===== src/hdl/ret_rot_pkg.sv =====
// package: constants and types for the return and rotate execution block
package ret_rot_pkg;

    // =========================================================
    // constants
    localparam int PC_W = 15;
    localparam int DEPTH = 16;
    localparam int PTR_W = 4;
    localparam int GLOBAL_IRQ_ENABLE_BIT = 7;
    localparam int CARRY_POS = 0;
    localparam logic [7:0] W_RST = 8'h00;
    localparam logic [7:0] STATUS_RST = 8'h00;
    localparam logic [7:0] INTCTL_RST = 8'h00;
    localparam logic [7:0] FWR_RST = 8'h00;
    localparam logic [PC_W-1:0] PC_RST = 15'h0000;
    localparam logic [PTR_W-1:0] SP_RST = 4'hF;

    // =========================================================
    // types
    typedef enum logic [2:0] {
        OP_NONE = 3'h0,
        OP_INT_RET = 3'h1,
        OP_SUB_RET = 3'h2,
        OP_LIT_RET = 3'h3,
        OP_ROT_LEFT = 3'h4,
        OP_CALL = 3'h5
    } op_t;

    typedef enum logic [1:0] {
        ST_IDLE = 2'b00,
        ST_FLUSH = 2'b01
    } state_t;

    typedef struct packed {
        op_t op;
        logic [7:0] lit;
        logic dest;
        logic [7:0] fdata;
        logic [PC_W-1:0] push_addr;
    } instr_t;

    typedef struct packed {
        logic [7:0] w;
        logic [7:0] status;
        logic [7:0] intctl;
        logic [PC_W-1:0] pc;
        logic [7:0] fwr_data;
        logic fwr_en;
        logic busy;
    } result_t;

endpackage : ret_rot_pkg


===== src/hdl/call_stack_mem.sv =====
// little memory holding the return addresses of the hardware call stack
module call_stack_mem
    import ret_rot_pkg::*;
#(
    parameter int W = PC_W,
    parameter int N = DEPTH,
    parameter int AW = PTR_W
) (
    input wire logic clk,
    input wire logic ce,
    input wire logic we,
    input wire logic [AW-1:0] waddr,
    input wire logic [W-1:0] wdata,
    input wire logic [AW-1:0] raddr,
    output logic [W-1:0] rdata
);
    logic [W-1:0] mem [N];

    // =========================================================
    // registered read keeps the pop path to the program counter short
    always_ff @(posedge clk) begin
        if (ce) begin
            if (we) begin
                mem[waddr] <= wdata;
            end
            rdata <= mem[raddr];
        end
    end
endmodule : call_stack_mem


===== src/hdl/return_and_rotate_exec.sv =====
// core execution of interrupt return, subroutine return, literal return and rotate left
module return_and_rotate_exec
    import ret_rot_pkg::*;
(
    input wire logic clk,
    input wire logic rst_n,
    input wire logic ce,
    input wire logic instr_valid,
    input instr_t instr,
    output logic instr_ready,
    output result_t result
);

    // =========================================================
    // types and reset image
    // flag view of the opcode (an interrupt return sets both pop and irq_on), shared by every consumer
    typedef struct packed {
        logic pop;
        logic irq_on;
        logic lit_load;
        logic rot;
        logic push;
    } dec_t;

    typedef struct packed {
        logic carry;
        logic [7:0] value;
    } rot_t;

    // write and read side of the stack memory travel together
    typedef struct packed {
        logic we;
        logic [PTR_W-1:0] waddr;
        logic [PC_W-1:0] wdata;
        logic [PTR_W-1:0] raddr;
    } stack_port_t;

    // pop_irq_en carries the interrupt flavour of a return into its second cycle
    typedef struct packed {
        state_t st;
        logic [PTR_W-1:0] sp;
        logic [7:0] w;
        logic [7:0] status;
        logic [7:0] intctl;
        logic [PC_W-1:0] pc;
        logic [7:0] fwr_data;
        logic fwr_en;
        logic pop_irq_en;
    } core_t;

    // reset image; the stack memory itself is left uncleared
    localparam core_t CORE_RST = '{
        st: ST_IDLE,
        sp: SP_RST,
        w: W_RST,
        status: STATUS_RST,
        intctl: INTCTL_RST,
        pc: PC_RST,
        fwr_data: FWR_RST,
        fwr_en: 1'b0,
        pop_irq_en: 1'b0
    };

    core_t s_r;
    core_t s_nxt;
    dec_t dec;
    rot_t rot_res;
    stack_port_t stk;
    logic take;
    logic [PC_W-1:0] top_of_call_stack;

    // =========================================================
    // helpers
    // the pointer wraps both ways, so popping an empty stack reads the top slot
    function automatic logic [PTR_W-1:0] sp_step(input logic [PTR_W-1:0] sp, input logic up);
        sp_step = up ? PTR_W'(sp + 1'b1) : PTR_W'(sp - 1'b1);
    endfunction : sp_step

    // one decode serves the stack write port and the next-state logic alike
    function automatic dec_t decode(input op_t op);
        decode = '0;
        unique case (op)
            OP_INT_RET: begin
                decode.pop = 1'b1;
                decode.irq_on = 1'b1;
            end
            OP_SUB_RET: begin
                decode.pop = 1'b1;
            end
            OP_LIT_RET: begin
                decode.pop = 1'b1;
                decode.lit_load = 1'b1;
            end
            OP_ROT_LEFT: begin
                decode.rot = 1'b1;
            end
            OP_CALL: begin
                decode.push = 1'b1;
            end
            default: begin
            end
        endcase
    endfunction : decode

    function automatic rot_t rot_left_carry(input logic [7:0] value, input logic carry_in);
        rot_left_carry.value = {value[6:0], carry_in};
        rot_left_carry.carry = value[7];
    endfunction : rot_left_carry

    // the enable is only ever set here; clearing it belongs to other logic
    function automatic logic [7:0] irq_enable_set(input logic [7:0] ctl);
        irq_enable_set = ctl;
        irq_enable_set[GLOBAL_IRQ_ENABLE_BIT] = 1'b1;
    endfunction : irq_enable_set

    // =========================================================
    // stack storage; top_of_call_stack is the entry at the current pointer
    // ce also gates the memory, so a frozen core keeps its return addresses
    call_stack_mem #(
        .W(PC_W),
        .N(DEPTH),
        .AW(PTR_W)
    ) u_stack (
        .clk(clk),
        .ce(ce),
        .we(stk.we),
        .waddr(stk.waddr),
        .wdata(stk.wdata),
        .raddr(stk.raddr),
        .rdata(top_of_call_stack)
    );

    // =========================================================
    // accept and decode
    assign instr_ready = (s_r.st == ST_IDLE);
    assign take = instr_valid && instr_ready;
    assign dec = decode(instr.op);

    always_comb begin
        stk.we = take && dec.push;
        stk.waddr = sp_step(s_r.sp, 1'b1);
        stk.wdata = instr.push_addr;
        // the read follows the pointer a push is moving to
        stk.raddr = stk.we ? stk.waddr : s_r.sp;
    end

    // =========================================================
    // rotate datapath
    // carry in is the registered flag, so back-to-back rotates chain through it
    assign rot_res = rot_left_carry(instr.fdata, s_r.status[CARRY_POS]);

    // =========================================================
    // next state
    always_comb begin
        s_nxt = s_r;
        s_nxt.fwr_en = 1'b0;
        unique case (s_r.st)
            ST_IDLE: begin
                if (take) begin
                    if (dec.pop) begin
                        // no return touches the status flags
                        s_nxt.pop_irq_en = dec.irq_on;
                        s_nxt.st = ST_FLUSH;
                    end
                    if (dec.lit_load) begin
                        s_nxt.w = instr.lit;
                    end
                    if (dec.rot) begin
                        // only the carry bit of status is written
                        s_nxt.status[CARRY_POS] = rot_res.carry;
                        if (instr.dest) begin
                            s_nxt.fwr_data = rot_res.value;
                            s_nxt.fwr_en = 1'b1;
                        end else begin
                            s_nxt.w = rot_res.value;
                        end
                    end
                    if (dec.push) begin
                        s_nxt.sp = stk.waddr;
                    end
                end
            end
            ST_FLUSH: begin
                // second cycle: the popped entry is out of the registered read now
                s_nxt.pc = top_of_call_stack;
                s_nxt.sp = sp_step(s_r.sp, 1'b0);
                if (s_r.pop_irq_en) begin
                    s_nxt.intctl = irq_enable_set(s_r.intctl);
                end
                s_nxt.pop_irq_en = 1'b0;
                s_nxt.st = ST_IDLE;
            end
            default: begin
                s_nxt.st = ST_IDLE;
            end
        endcase
    end

    // =========================================================
    // state register; ce low holds every field, a pending pop included
    always_ff @(posedge clk or negedge rst_n) begin
        if (!rst_n) begin
            s_r <= CORE_RST;
        end else if (ce) begin
            s_r <= s_nxt;
        end
    end

    // =========================================================
    // outputs come straight from the state register
    always_comb begin
        result.w = s_r.w;
        result.status = s_r.status;
        result.intctl = s_r.intctl;
        result.pc = s_r.pc;
        result.fwr_data = s_r.fwr_data;
        result.fwr_en = s_r.fwr_en;
        result.busy = (s_r.st != ST_IDLE);
    end

endmodule : return_and_rotate_exec


===== config.mk =====
export PLATFORM = sky130hd
export DESIGN_NAME = return_and_rotate_exec
export DESIGN_NICKNAME = d
export VERILOG_FILES = /design/src/hdl/ret_rot_pkg.sv /design/src/hdl/call_stack_mem.sv /design/src/hdl/return_and_rotate_exec.sv
export SDC_FILE = /design/constraint.sdc
export NUM_CORES = 1
export LEC_CHECK = 0
export BUFFER_PORTS_ARGS = -buffer_cell sky130_fd_sc_hd__buf_2
export CAP_MARGIN = 30
export CELL_PAD_IN_SITES_DETAIL_PLACEMENT = 0
export CELL_PAD_IN_SITES_GLOBAL_PLACEMENT = 1
export CORE_ASPECT_RATIO = 0.9
export CORE_MARGIN = 4
export CORE_UTILIZATION = 46
export CTS_CLUSTER_SIZE = 24
export DETAILED_ROUTE_END_ITERATION = 10
export PLACE_DENSITY = 0.74
export SYNTH_ARGS = -nofsm -noshare
export SYNTH_HDL_FRONTEND = slang
export SYNTH_SLANG_ARGS = --single-unit

===== constraint.sdc =====
create_clock -name clk -period 2.9 [get_ports clk]
set_input_delay 0.58 -clock clk [delete_from_list [all_inputs] [get_ports clk]]
set_output_delay 0.58 -clock clk [all_outputs]
set_load 0.005 [all_outputs]

### Yosys cells after proc, flatten, opt, wreduce, memory -nomap -nowiden

Memory sizes are Yosys's and may differ from the RTL's. A register that Yosys moved wholly into a read port is not among the register bits.
Index checks and enable logic that the tools add are counted.

| cells by class | value |
|---|---|
| reduce and logical (&&, ||, !) cells | 14 |
| add/sub/neg operators | 2 |
| muxes and demuxes | 23 |
| eq/ne operators | 9 |

Operator list:

| operator | count |
|---|---|
| 2-to-1 mux 8 bit | 3 |
| 2-to-1 mux 14 bit | 1 |
| 2-to-1 mux 1 bit | 12 |
| AND reduction 4 bit | 3 |
| AND reduction 3 bit | 3 |
| 2-to-1 mux 4 bit | 2 |
| case mux 4 bit (2 select lines) | 1 |
| == test 3 x 2 -> 1 bit (second input constant) | 2 |
| == test 3 bit (second input constant) | 2 |
| 2-to-1 mux 2 bit | 3 |
| != test 2 x 1 -> 1 bit (second input constant) | 3 |
| AND reduction 5 bit | 1 |
| adder 4 x 1 -> 4 bit (second input constant) | 1 |
| nonzero test 2 bit | 2 |
| subtractor 4 x 1 -> 4 bit (second input constant) | 1 |
| == test 3 x 1 -> 1 bit (second input constant) | 1 |
| OR reduction 3 bit | 1 |
| == test 2 x 1 -> 1 bit (second input constant) | 1 |
| logical AND 1 bit | 2 |
| zero test 2 bit | 1 |
| case mux 1 bit (2 select lines) | 1 |
| AND reduction 2 bit | 1 |

| storage, ports and cells | value |
|---|---|
| memories kept | 1 |
| input port bits | 39 |
| memory bits (writable) | 240 |
| register bits | 41 |
| logic and storage cells | 58 |

Memories:

| memory | words | width | read ports | clocked after Yosys merged registers in | write ports | RTL line | text |
|---|---|---|---|---|---|---|---|
| u_stack.mem | 16 | 15 | 1 | 1 | 1 | call_stack_mem.sv:17 | `logic [W-1:0] mem [N];` |

### Longest topological paths before layout

Gate-level depths: netlist (run 1).

| depth | value |
|---|---|
| depth in word-level cells | 7 |
| mapped depth | 12 |

### Modules after synthesis

Synthesis (run 1) repeated with hierarchy kept, for this count alone.

| second synthesis, totals | value |
|---|---|
| cells, all modules | 605 |
| area total of the unflattened synthesis | 11811.3 µm² |

Modules (own cells, without submodules):

| module | area each (µm²) | cells each | times used |
|---|---|---|---|
| call_stack_mem | 9601.7 | 407 | 1 |
| return_and_rotate_exec | 2209.6 | 198 | 1 |

### Worst setup path before layout (run 1)

OpenSTA, ideal clock, no wires.

| timing | value |
|---|---|
| path type | reg2reg |
| start point | register s_r[49] (netlist name) |
| end point | register u_stack.rdata[10] (read register of u_stack.mem), data pin |
| library setup time | 0.271 ns |
| data arrival time | 2.660 ns |
| stages on the path, launching flop included | 13 |
| data required time | 2.629 ns |
| buffers on the path | 4 |
| period minus slack after synthesis | 2.932 ns |
| path slack | -0.032 ns |
| cells stage by stage | dfstp_2 -> buf_2 -> inv_1 -> clkbuf_1 -> clkbuf_1 -> ha_1 -> nand2b_1 -> a211oi_1 -> a21oi_4 -> buf_4 -> o32ai_1 -> or4_1 -> o211ai_1 |

| on the way | value |
|---|---|
| word-level cells in the longest chain between the ends | 2 |

RTL lines:

| element | RTL line | text |
|---|---|---|
| from (decl) | return_and_rotate_exec.sv:64 | `core_t s_r;` |
| from (signal assigned) | return_and_rotate_exec.sv:205 | `s_r <= s_nxt;` |
| adder 4 x 1 -> 4 bit | n/a |  |
| 2-to-1 mux 4 bit (*) | return_and_rotate_exec.sv:144 | `stk.raddr = stk.we ? stk.waddr : s_r.sp;` |
| to (decl) | call_stack_mem.sv:15 | `output logic [W-1:0] rdata` |

Every way passes the cells marked *; elsewhere a longest branch is shown, timed or not.
A chain may end at the register's enable or synchronous reset.

### Worst setup path after layout (run 1)

| timing | value |
|---|---|
| start point | register s_r[49] (netlist name) |
| end point | register u_stack.rdata[8] (read register of u_stack.mem), data pin |

The elaborated chain is that of the path after synthesis.

==> results of run 1 <==
[worst min-delay path by stage]
| stage | cells after the start | startpoint | end | slack (ns) |
|---|---|---|---|---|
| final | 1 | rst_n | result[4] | 0.16 |
| after global routing | 1 | rst_n | result[4] | 0.23 |
| after CTS | 1 | rst_n | result[4] | 0.17 |
| after detailed placement | 1 | result[32] | result[32] | 0.45 |
| after global placement | 1 | result[32] | result[32] | 0.46 |
| after floorplan | 0 | rst_n | result[10] | 0.28 |
[power breakdown]
part,total (mW),switching (mW),internal [mW],leakage [nW]
Clock,3.93,1.59,2.34,0.486
Sequential,5.42,0.300,5.12,2.78
Combinational,4.62,2.70,1.92,2.10
Total,14.0,4.59,9.38,5.37
[sequential cells by signal, summed over array words and instances, names as in the netlist]
name           flops
result            34
s_r                6
u_stack.mem      240
u_stack.rdata     15
[cell families after synthesis]
kind of cell	synth area share, %
AOI/OAI and AO/OA	17.0
xor gates and xnor gates	0.391
adders and majority gates	0.466
buffers and inverters	5.67
DFF	64.5
muxes	2.16
other	0.0279
and+or+nand+nor	9.76
[cells in the final DEF (no fill, tap or decap), types with 6 or more instances in the layout]
cell / instances
buf_4: 61
and4_1: 15
conb_1: 14
mux2_2: 24
o32ai_1: 15
a221oi_1: 121
a22oi_1: 15
dfrtp_1: 36
a21oi_1: 9
nor3_1: 16
nand2_1: 64
nand2b_1: 18
a211oi_1: 31
clkbuf_16: 30
edfxtp_1: 255
and3_1: 45
a21boi_0: 15
xnor2_1: 6
nor2_1: 28
o22ai_1: 24
o211ai_1: 15
buf_2: 74
o22a_1: 15
o21ai_0: 6
or4_1: 15
or3_1: 15
buf_12: 7
[metrics by stage]
step | cell area, um2 | instances | utilization (%)
finish | 15300 | 1463 | 52.9
floorplan | 13500 | 1004 | -
CTS | 15200 | 1458 | 52.7
detailed placement | 14200 | 1405 | 49.2
global placement | 14200 | 1405 | 49.2
global route | 15300 | 1463 | 52.9
[per-layer routing]
metal	global-route usage (%)	vias to the layer above	wire length, um
met5	0	-	0
met4	7.12	0	1040
met3	3.63	63	2440
met2	32.9	395	15600
met1	27.7	4558	14200
li1	-	4086	-
[repair_timing]
action / in CTS / in global routing
resized for setup: 0 / 3
setup endpoints to repair: 0 / 3
setup buffers: 0 / 5
hold endpoints to repair: 0 / 0
[layout make-up]
| type | instances | area [um2] |
|---|---|---|
| sequential | 295 | 8670 |
| fill | 2380 | 13600 |
| clock inverter | 20 | 246 |
| multi-input combinational | 568 | 4070 |
| inverter | 7 | 26.3 |
| clock buffer | 33 | 762 |
| timing repair buffer | 144 | 991 |
| tap | 396 | 495 |
[critical path: cells and delay by family (launching register included)]
family	cells	cell delay, ns
AOI/OAI and AO/OA	4	0.61
adders and majority gates	1	0.34
buffers and inverters	2	0.27
DFF	1	0.66
and+or+nand+nor	2	0.75
==> run metrics, run 1 <==
status=complete, no violations; via count of the first global-routing pass=8558; final net count=1090; DIE WIDTH=188 um; Final Max Tran Viols=0; Setup CP Type=reg -> reg; final setup vio count=0; Clock Skew=0.0207 ns; Mapped Cells=991; relative slew slack=41.4%; IO Count=89; delay of the slowest critical-path stage=0.66 ns; Longest Clk Path Bufs=3; Antenna Diode Count=0; CP required=3.27 ns; final total power=14.0 mW; Setup TNS=0 ns; sequential-to-total area share from yosys stat=64.5%; Synth Flop Type=edfxtp_1; Worst Setup Slack, final=0.0813 ns; CP Capture Point=u_stack.rdata[8]; synthesized area=13400 um2; slowest CP cell=dfstp_4; fmax=0.355 GHz; minimum clock period after layout=2.82 ns; pre-CTS WS=-0.0374 ns; Reg2Reg Depth=9; critical-path cell list=inv_2, ha_1, nand2b_1, a211oi_1, a21oi_4, buf_4, a211oi_1, or4_1, o211ai_1; first-pass GRT wire length=50400 um; Syn. warnings=0; pin count of the biggest net entering global routing=63; clock slew at reported path FFs=0.06 ns; largest area contributor in the netlist=edfxtp_1; worst-skew pair later-pin latency=0.56 ns; clk sinks=295; hold crit path type=in -> async; Initial DRT Pass Iterations=5; initial antenna violation count=0; Max-Cap Viols=0; cell mode on critical path=a211oi_1; average routed wire per standard cell=22.8 um; H-tree levels=1; PortBufs=74; RSZ-0062 raised after global routing=false; Remaining Overflow, GRT=0; Yosys reg bits=295; die area=32000 um2; Row Count=59; core area=28900 um2; Iter 0 DRT Violations=759; CTS tree=yes; number of enable flip-flop cells after synthesis=255; final hold slack=0.159 ns; DP HPWL=21000 um; layout cells sized above 1=22.0%; Yosys cell types=56; die height=170 um; Pwr per Cell Area=916 nW/um2; top-area cell type share of the netlist area=57.0%; drc violations=0; final WL=33300 um; Tcrit/Tclk final=97.2%; endpoints failing hold=0; Setup crit end kind=register; synth cell count leaders=edfxtp_1 (255), a221oi_1 (121), nand2_1 (64); CTS Buf Count=30; Final Wtd Congestion=0.855; Synth area leaders=edfxtp_1 (57%), a221oi_1 (7.9%), dfrtp_1 (6.7%); initial core utilization=46.5%; Critical Path Fanout Max=7; total track usage=20.2%; routed via count=9102; Critical Path Source=s_r[49]; post-route ant nets=0; reg2reg start=s_r[49]; root buf cell=clkbuf_16; R2R Setup Slk=0.08 ns; leakage=5.37 nW; Post-synth ARST share=13.6%; reg2reg end=u_stack.rdata[8]; CP Launch Type=register; Critical Path AT=3.19 ns; vias per cell=6.22; CTS Hold Buffers Added=0; maximum vdd drop=0.000521 V; Syn-to-layout area delta=13.6%; most numerous cell in the Yosys netlist=edfxtp_1; Slew @ Worst Pin=0.880 ns; Syn Area/Cell=13.5 um2
Power figures use the tool's default switching activity.
==> run 2: changes to the inputs <==
--- a/config.mk
+++ b/config.mk
@@ -5,16 +5,16 @@
 export SDC_FILE = /design/constraint.sdc
 export NUM_CORES = 1
 export LEC_CHECK = 0
-export BUFFER_PORTS_ARGS = -buffer_cell sky130_fd_sc_hd__buf_2
 export CAP_MARGIN = 30
 export CELL_PAD_IN_SITES_DETAIL_PLACEMENT = 0
 export CELL_PAD_IN_SITES_GLOBAL_PLACEMENT = 1
 export CORE_ASPECT_RATIO = 0.9
 export CORE_MARGIN = 4
-export CORE_UTILIZATION = 46
+export CORE_UTILIZATION = 48
 export CTS_CLUSTER_SIZE = 24
 export DETAILED_ROUTE_END_ITERATION = 10
-export PLACE_DENSITY = 0.74
+export DONT_BUFFER_PORTS = 1
+export PLACE_DENSITY = 0.73
 export SYNTH_ARGS = -nofsm -noshare
 export SYNTH_HDL_FRONTEND = slang
 export SYNTH_SLANG_ARGS = --single-unit
==> run 2 against run 1 <==
Effect of this change: sequential share of layout area is 0.63 points higher; clock skew is 0.0070 ns lower; sequential power is 0.9% higher; core utilization is 2.5 points higher; worst setup slack better by 0.042 ns; combinational power is 5.2% lower; routed wire length is 1.0% lower; highest routed layer is now met5.
==> run metrics, run 2 (synthesis results as in run 1) <==
status=complete, no violations; Critical Path Fanout Max=15; Tcrit/Tclk final=95.7%; relative slew slack=36.6%; Initial DRT Pass Iterations=5; total track usage=20.9%; worst-skew pair later-pin latency=0.56 ns; Filler Cells Inserted=2207; crit path buf inv count=0; routed via count=8780; Design Area, Final=15100 um2; met3 usage=3.69%; die area=30700 um2; layout cells sized above 1=15.2%; first-pass GRT wire length=50300 um; CP Launch Type=register; most common cell after layout, fill and taps aside=edfxtp_1; initial antenna violation count=1; clock slew at reported path FFs=0.06 ns; Iter 0 DRT Violations=814; Pwr per Cell Area=936 nW/um2; minimum clock period after layout=2.78 ns; final net count=1004; slowest CP cell=a21oi_2; Row Count=57; via count of the first global-routing pass=8409; maximum vdd drop=0.000567 V; initial core utilization=49.3%; PortBufs=0; final setup vio count=0; DIE WIDTH=184 um; Final Max Tran Viols=0; Syn-to-layout area delta=12.4%; clk sinks=295; M2 GR Usage=33.4%; drc violations=0; root buf cell=clkbuf_16; CTS tree=yes; Final Wtd Congestion=0.807; busiest grt layer=met2; Critical Path AT=3.17 ns; CP required=3.29 ns; H-tree levels=1; endpoints failing hold=0; family with the most delay on the worst path=compound AO/OA/AOI/OAI gates; Area after DPL=13900 um2; Setup crit end kind=register; Max-Cap Viols=0; die height=167 um; final WL=33000 um; core area=27200 um2; max reg flops=240; Clock Skew=0.0137 ns; Slew @ Worst Pin=0.951 ns; hold crit path type=in -> reg; pin count of the biggest net entering global routing=79; met1 GRT Util=30.2%; critical-path cell list=ha_2, or2_2, a2111oi_0, a21oi_2, a211oi_1, or4_1, o211ai_1; post-route ant nets=0; Setup TNS=0 ns; Antenna Diode Count=0; most frequent cells in the layout=edfxtp_1 (255), a221oi_1 (121), nand2_1 (64), and3_1 (45), dfrtp_1 (36); IO Count=89; vias per cell=6.56; DP HPWL=20700 um; largest register by flop count=u_stack.mem; Remaining Overflow, GRT=0; Setup CP Type=reg -> reg; leakage=5.13 nW; Longest Clk Path Bufs=3; average routed wire per standard cell=24.6 um; CTS Buf Count=31; delay of the slowest critical-path stage=0.71 ns; RSZ-0062 raised after global routing=false; fmax=0.360 GHz
## run 2: cell types whose count changed in the layout (fill, tap and decap cells not counted), sizes merged
| cell | before | now |
|---|---|---|
| buf | 144 | 56 |
| bufinv | 5 | 8 |
| clkinvlp | 3 | 1 |
| clkbuf | 33 | 37 |
| clkinv | 11 | 10 |
| dlygate4sd3 | 0 | 1 |
## run 2: worst paths after layout
path,startpoint,slack [ns],depth (start not counted),end
max,s_r[49],0.12,7,u_stack.rdata[13]
min,instr[6],0.12,0,u_stack.mem[1][6]
max reg2reg,s_r[49],0.12,7,u_stack.rdata[13]
min reg2reg,s_r[0],0.50,2,s_r[0]
max in group asynchronous,rst_n,2.15,2,s_r[51]
min in group asynchronous,rst_n,0.50,2,result[4]
## run 2: through the flow
stage | setup slack, ns | cells | power, mW | hold slack [ns] | utilization [%]
2_1_floorplan | 0.0139 | 1004 | 8.66 | 0.284 | -
3_3_place_gp | 0.0242 | 1276 | 9.75 | 0.285 | 51.0
3_5_place_dp | 0.0541 | 1276 | 9.81 | 0.285 | 51.0
4_1_cts | 0.0409 | 1335 | 14.1 | 0.0973 | 55.1
5_1_grt | 0.00375 | 1338 | 14.8 | 0.0902 | 55.4
6_report | 0.124 | 1338 | 14.1 | 0.117 | 55.4
## run 2: layout make-up
| cell class | instances | area (um2) | area share [%] |
|---|---|---|---|
| sequential | 295 | 8670 | 57.4 |
| multi-input combinational | 568 | 4080 | 27.1 |
| clock buffer | 37 | 798 | 5.29 |
| timing repair buffer | 57 | 772 | 5.12 |
| tap | 354 | 443 | 2.93 |
| clock inverter | 20 | 302 | 2.00 |
| inverter | 7 | 26.3 | 0.174 |
## run 2: worst reg2reg max path, cell delays in order (launching register included)
cell       delay (ns)
dfstp_4          0.63
ha_2             0.21
or2_2            0.12
a2111oi_0        0.10
a21oi_2          0.71
a211oi_1         0.12
or4_1            0.59
o211ai_1         0.12
## run 2: timing repair
item / in CTS / in global routing
hold buffers: 2 / 0
setup buffers: 0 / 3
endpoints found under the setup margin: 0 / 11
resized for setup: 0 / 3
hold endpoints to repair: 40 / 0
## run 2: layer usage
layer | wire length, um | share of wire [%]
met1 | 14400 | 44
met2 | 15500 | 47
met3 | 2400 | 7.3
met4 | 660 | 2.0
met5 | 10 | 0.030
## run 2: power breakdown
part / switching, mW / internal, mW / total, mW
registers: 0.344 / 5.12 / 5.47
logic: 2.57 / 1.81 / 4.38
clock network: 1.61 / 2.66 / 4.27
==> run 3: changes to the inputs <==
--- a/config.mk
+++ b/config.mk
@@ -10,11 +10,11 @@
 export CELL_PAD_IN_SITES_GLOBAL_PLACEMENT = 1
 export CORE_ASPECT_RATIO = 0.9
 export CORE_MARGIN = 4
-export CORE_UTILIZATION = 48
+export CORE_UTILIZATION = 53
 export CTS_CLUSTER_SIZE = 24
 export DETAILED_ROUTE_END_ITERATION = 10
 export DONT_BUFFER_PORTS = 1
-export PLACE_DENSITY = 0.73
+export PLACE_DENSITY = 0.77
 export SYNTH_ARGS = -nofsm -noshare
 export SYNTH_HDL_FRONTEND = slang
 export SYNTH_SLANG_ARGS = --single-unit
==> constraint.sdc (replaced) <==
create_clock -name clk -period 2.8 [get_ports clk]
set_input_delay 0.56 -clock clk [delete_from_list [all_inputs] [get_ports clk]]
set_output_delay 0.56 -clock clk [all_outputs]
set_load 0.005 [all_outputs]
==> run 3 against run 2 <==
Effect of this change: largest power group unchanged; worst setup slack got worse by 0.0086 ns; critical endpoint is now u_stack.rdata[4]; first-iteration DRC count rose by 25%; flip-flop and latch count did not move; routed wire length rose by 0.21%; highest routed layer is now met4; final cell count fell by 2.2%; clock skew fell by 0.00073 ns; non-clock buffer count fell by 4.
==> run metrics, run 3 (synthesis results as in run 1) <==
Hold EP=u_stack.mem[15][5]; R2R Setup Slk=0.12 ns; relative slew slack=52.8%; most frequent cells in the layout=edfxtp_1 (255), a221oi_1 (121), nand2_1 (64), and3_1 (45), buf_4 (42); worst-skew pair later-pin latency=0.54 ns; reg2reg start=s_r[49]; vias per cell=6.71; final net count=998; H-tree levels=1; Flop pwr share=41.6%; post-route ant nets=0; Final Max Tran Viols=0; CP Launch Type=register; fmax=0.372 GHz; clock slew at reported path FFs=0.06 ns; total track usage=23.1%; Critical Path AT=2.97 ns; Final Wtd Congestion=0.962; Setup TNS=0 ns; Critical Path Fanout Max=15; final setup vio count=0; Hold Path Origin=instr[5]; clk sinks=295; Clock Skew=0.0130 ns; clock power share=25.6%; initial antenna violation count=1; layout cells sized above 1=13.8%; sw frac=33.6%; Reg2Reg Depth=8; Slew @ Worst Pin=0.708 ns; endpoints failing hold=0; WHS Path Cells=0; Syn-to-layout area delta=8.52%; Initial DRT Pass Iterations=6; largest register by flop count=u_stack.mem; maximum vdd drop=0.000529 V; minimum clock period after layout=2.68 ns; CP required=3.09 ns; most common cell after layout, fill and taps aside=edfxtp_1; PortBufs=0; max reg flops=240; Cell Count, Final, Fillers Out=1309; leakage=4.92 nW; status=complete, no violations; Pwr per Cell Area=939 nW/um2; DP HPWL=21400 um; Placed Cells=1253; pre-CTS WS=-0.0803 ns; die height=159 um; Iter 0 DRT Violations=1015; RSZ-0062 raised after global routing=false; die area=27900 um2; DIE WIDTH=176 um; routed via count=8782; initial core utilization=54.6%; combinational share of power=32.8%; core area=24600 um2; CTS tree=yes; Row Count=54; CTS Buf Count=29; hold crit path type=in -> reg; Max-Cap Viols=0; first-pass GRT wire length=50800 um; Tcrit/Tclk final=95.9%; via count of the first global-routing pass=8628; Internal Power=9.09 mW; drc violations=0; average routed wire per standard cell=25.2 um; IO Count=89; post-layout util=59.2%; Worst Setup Slack, final=0.115 ns; final WL=33000 um; Psw=4.59 mW; reg2reg end=u_stack.rdata[4]; Antenna Diode Count=0; pin count of the biggest net entering global routing=62; Longest Clk Path Bufs=3; Setup CP Type=reg -> reg; Setup crit end kind=register; root buf cell=clkbuf_16; Remaining Overflow, GRT=0
[run 3: cell types whose count changed in the layout (fill, tap and decap cells not counted), moves of 2 or more]
cell	change
clkinv_2	-3
a2111oi_0	-2
bufinv_16	-7
buf_12	-18
buf_4	+14
clkbuf_16	-2
clkinv_1	+5
[run 3: how the worst max path moves through the flow]
stage / startpoint / end / slack [ns] / cells after the start
after floorplan: instr[34] / u_stack.mem[12][0] / -0.05 / 8
after global placement: instr[33] / u_stack.rdata[13] / -0.02 / 6
after detailed placement: instr[33] / u_stack.rdata[13] / -0.08 / 6
after CTS: s_r[49] / u_stack.rdata[4] / 0.004 / 7
after global routing: s_r[49] / u_stack.rdata[4] / 0.01 / 8
final: s_r[49] / u_stack.rdata[4] / 0.12 / 8
[run 3: metal layers]
metal	track usage [%]	wire, um
met5	0	0
met2	39.3	16500
met3	3.63	2490
met1	31.5	13300
met4	5.74	765
[run 3: area by class of cell]
cell class                      instances  area, um2
Clock buffer                           36        752
Tap cell                              336        420
Clock inverter                         14       86.3
Multi-Input combinational cell        568       4100
Fill cell                            1887      10000
Timing Repair Buffer                   53        517
Sequential cell                       295       8670
Inverter                                7       26.3
[run 3: power groups by stage]
stage | Combinational, mW | Sequential [mW] | Clock (mW)
5_1_grt | 4.88 | 5.74 | 3.77
2_1_floorplan | 3.50 | 5.50 | 0
3_5_place_dp | 4.34 | 5.78 | 0
6_report | 4.49 | 5.69 | 3.50
4_1_cts | 4.39 | 5.69 | 3.56
3_3_place_gp | 4.17 | 5.77 | 0
[run 3: timing repair]
action / 4_1_cts / 5_1_grt
pin swaps: 0 / 0
endpoints found under the setup margin: 1 / 15
hold endpoints to repair: 40 / 0
buffers inserted: 0 / 4
resized for setup: 2 / 2
gates cloned: 0 / 0
hold buffers: 2 / 0
[run 3: worst max-delay path, cell delays in order (launching register included)]
cell and delay, ns:
dfstp_4 0.48, ha_1 0.24, buf_4 0.16, or2_2 0.30, a2111oi_2 0.51, a21oi_4 0.19, a211oi_1 0.27, or4_1 0.19
o211ai_1 0.09
[run 3: through the flow]
step                      instance area (um2)  power (mW)  hold WS, ns
after floorplan                         13500        9.01        0.264
after global placement                  13600        9.94        0.265
after CTS                               14500        13.6       0.0930
final                                   14600        13.7        0.111
after global routing                    14600        14.4       0.0907
after detailed placement                13600        10.1        0.265
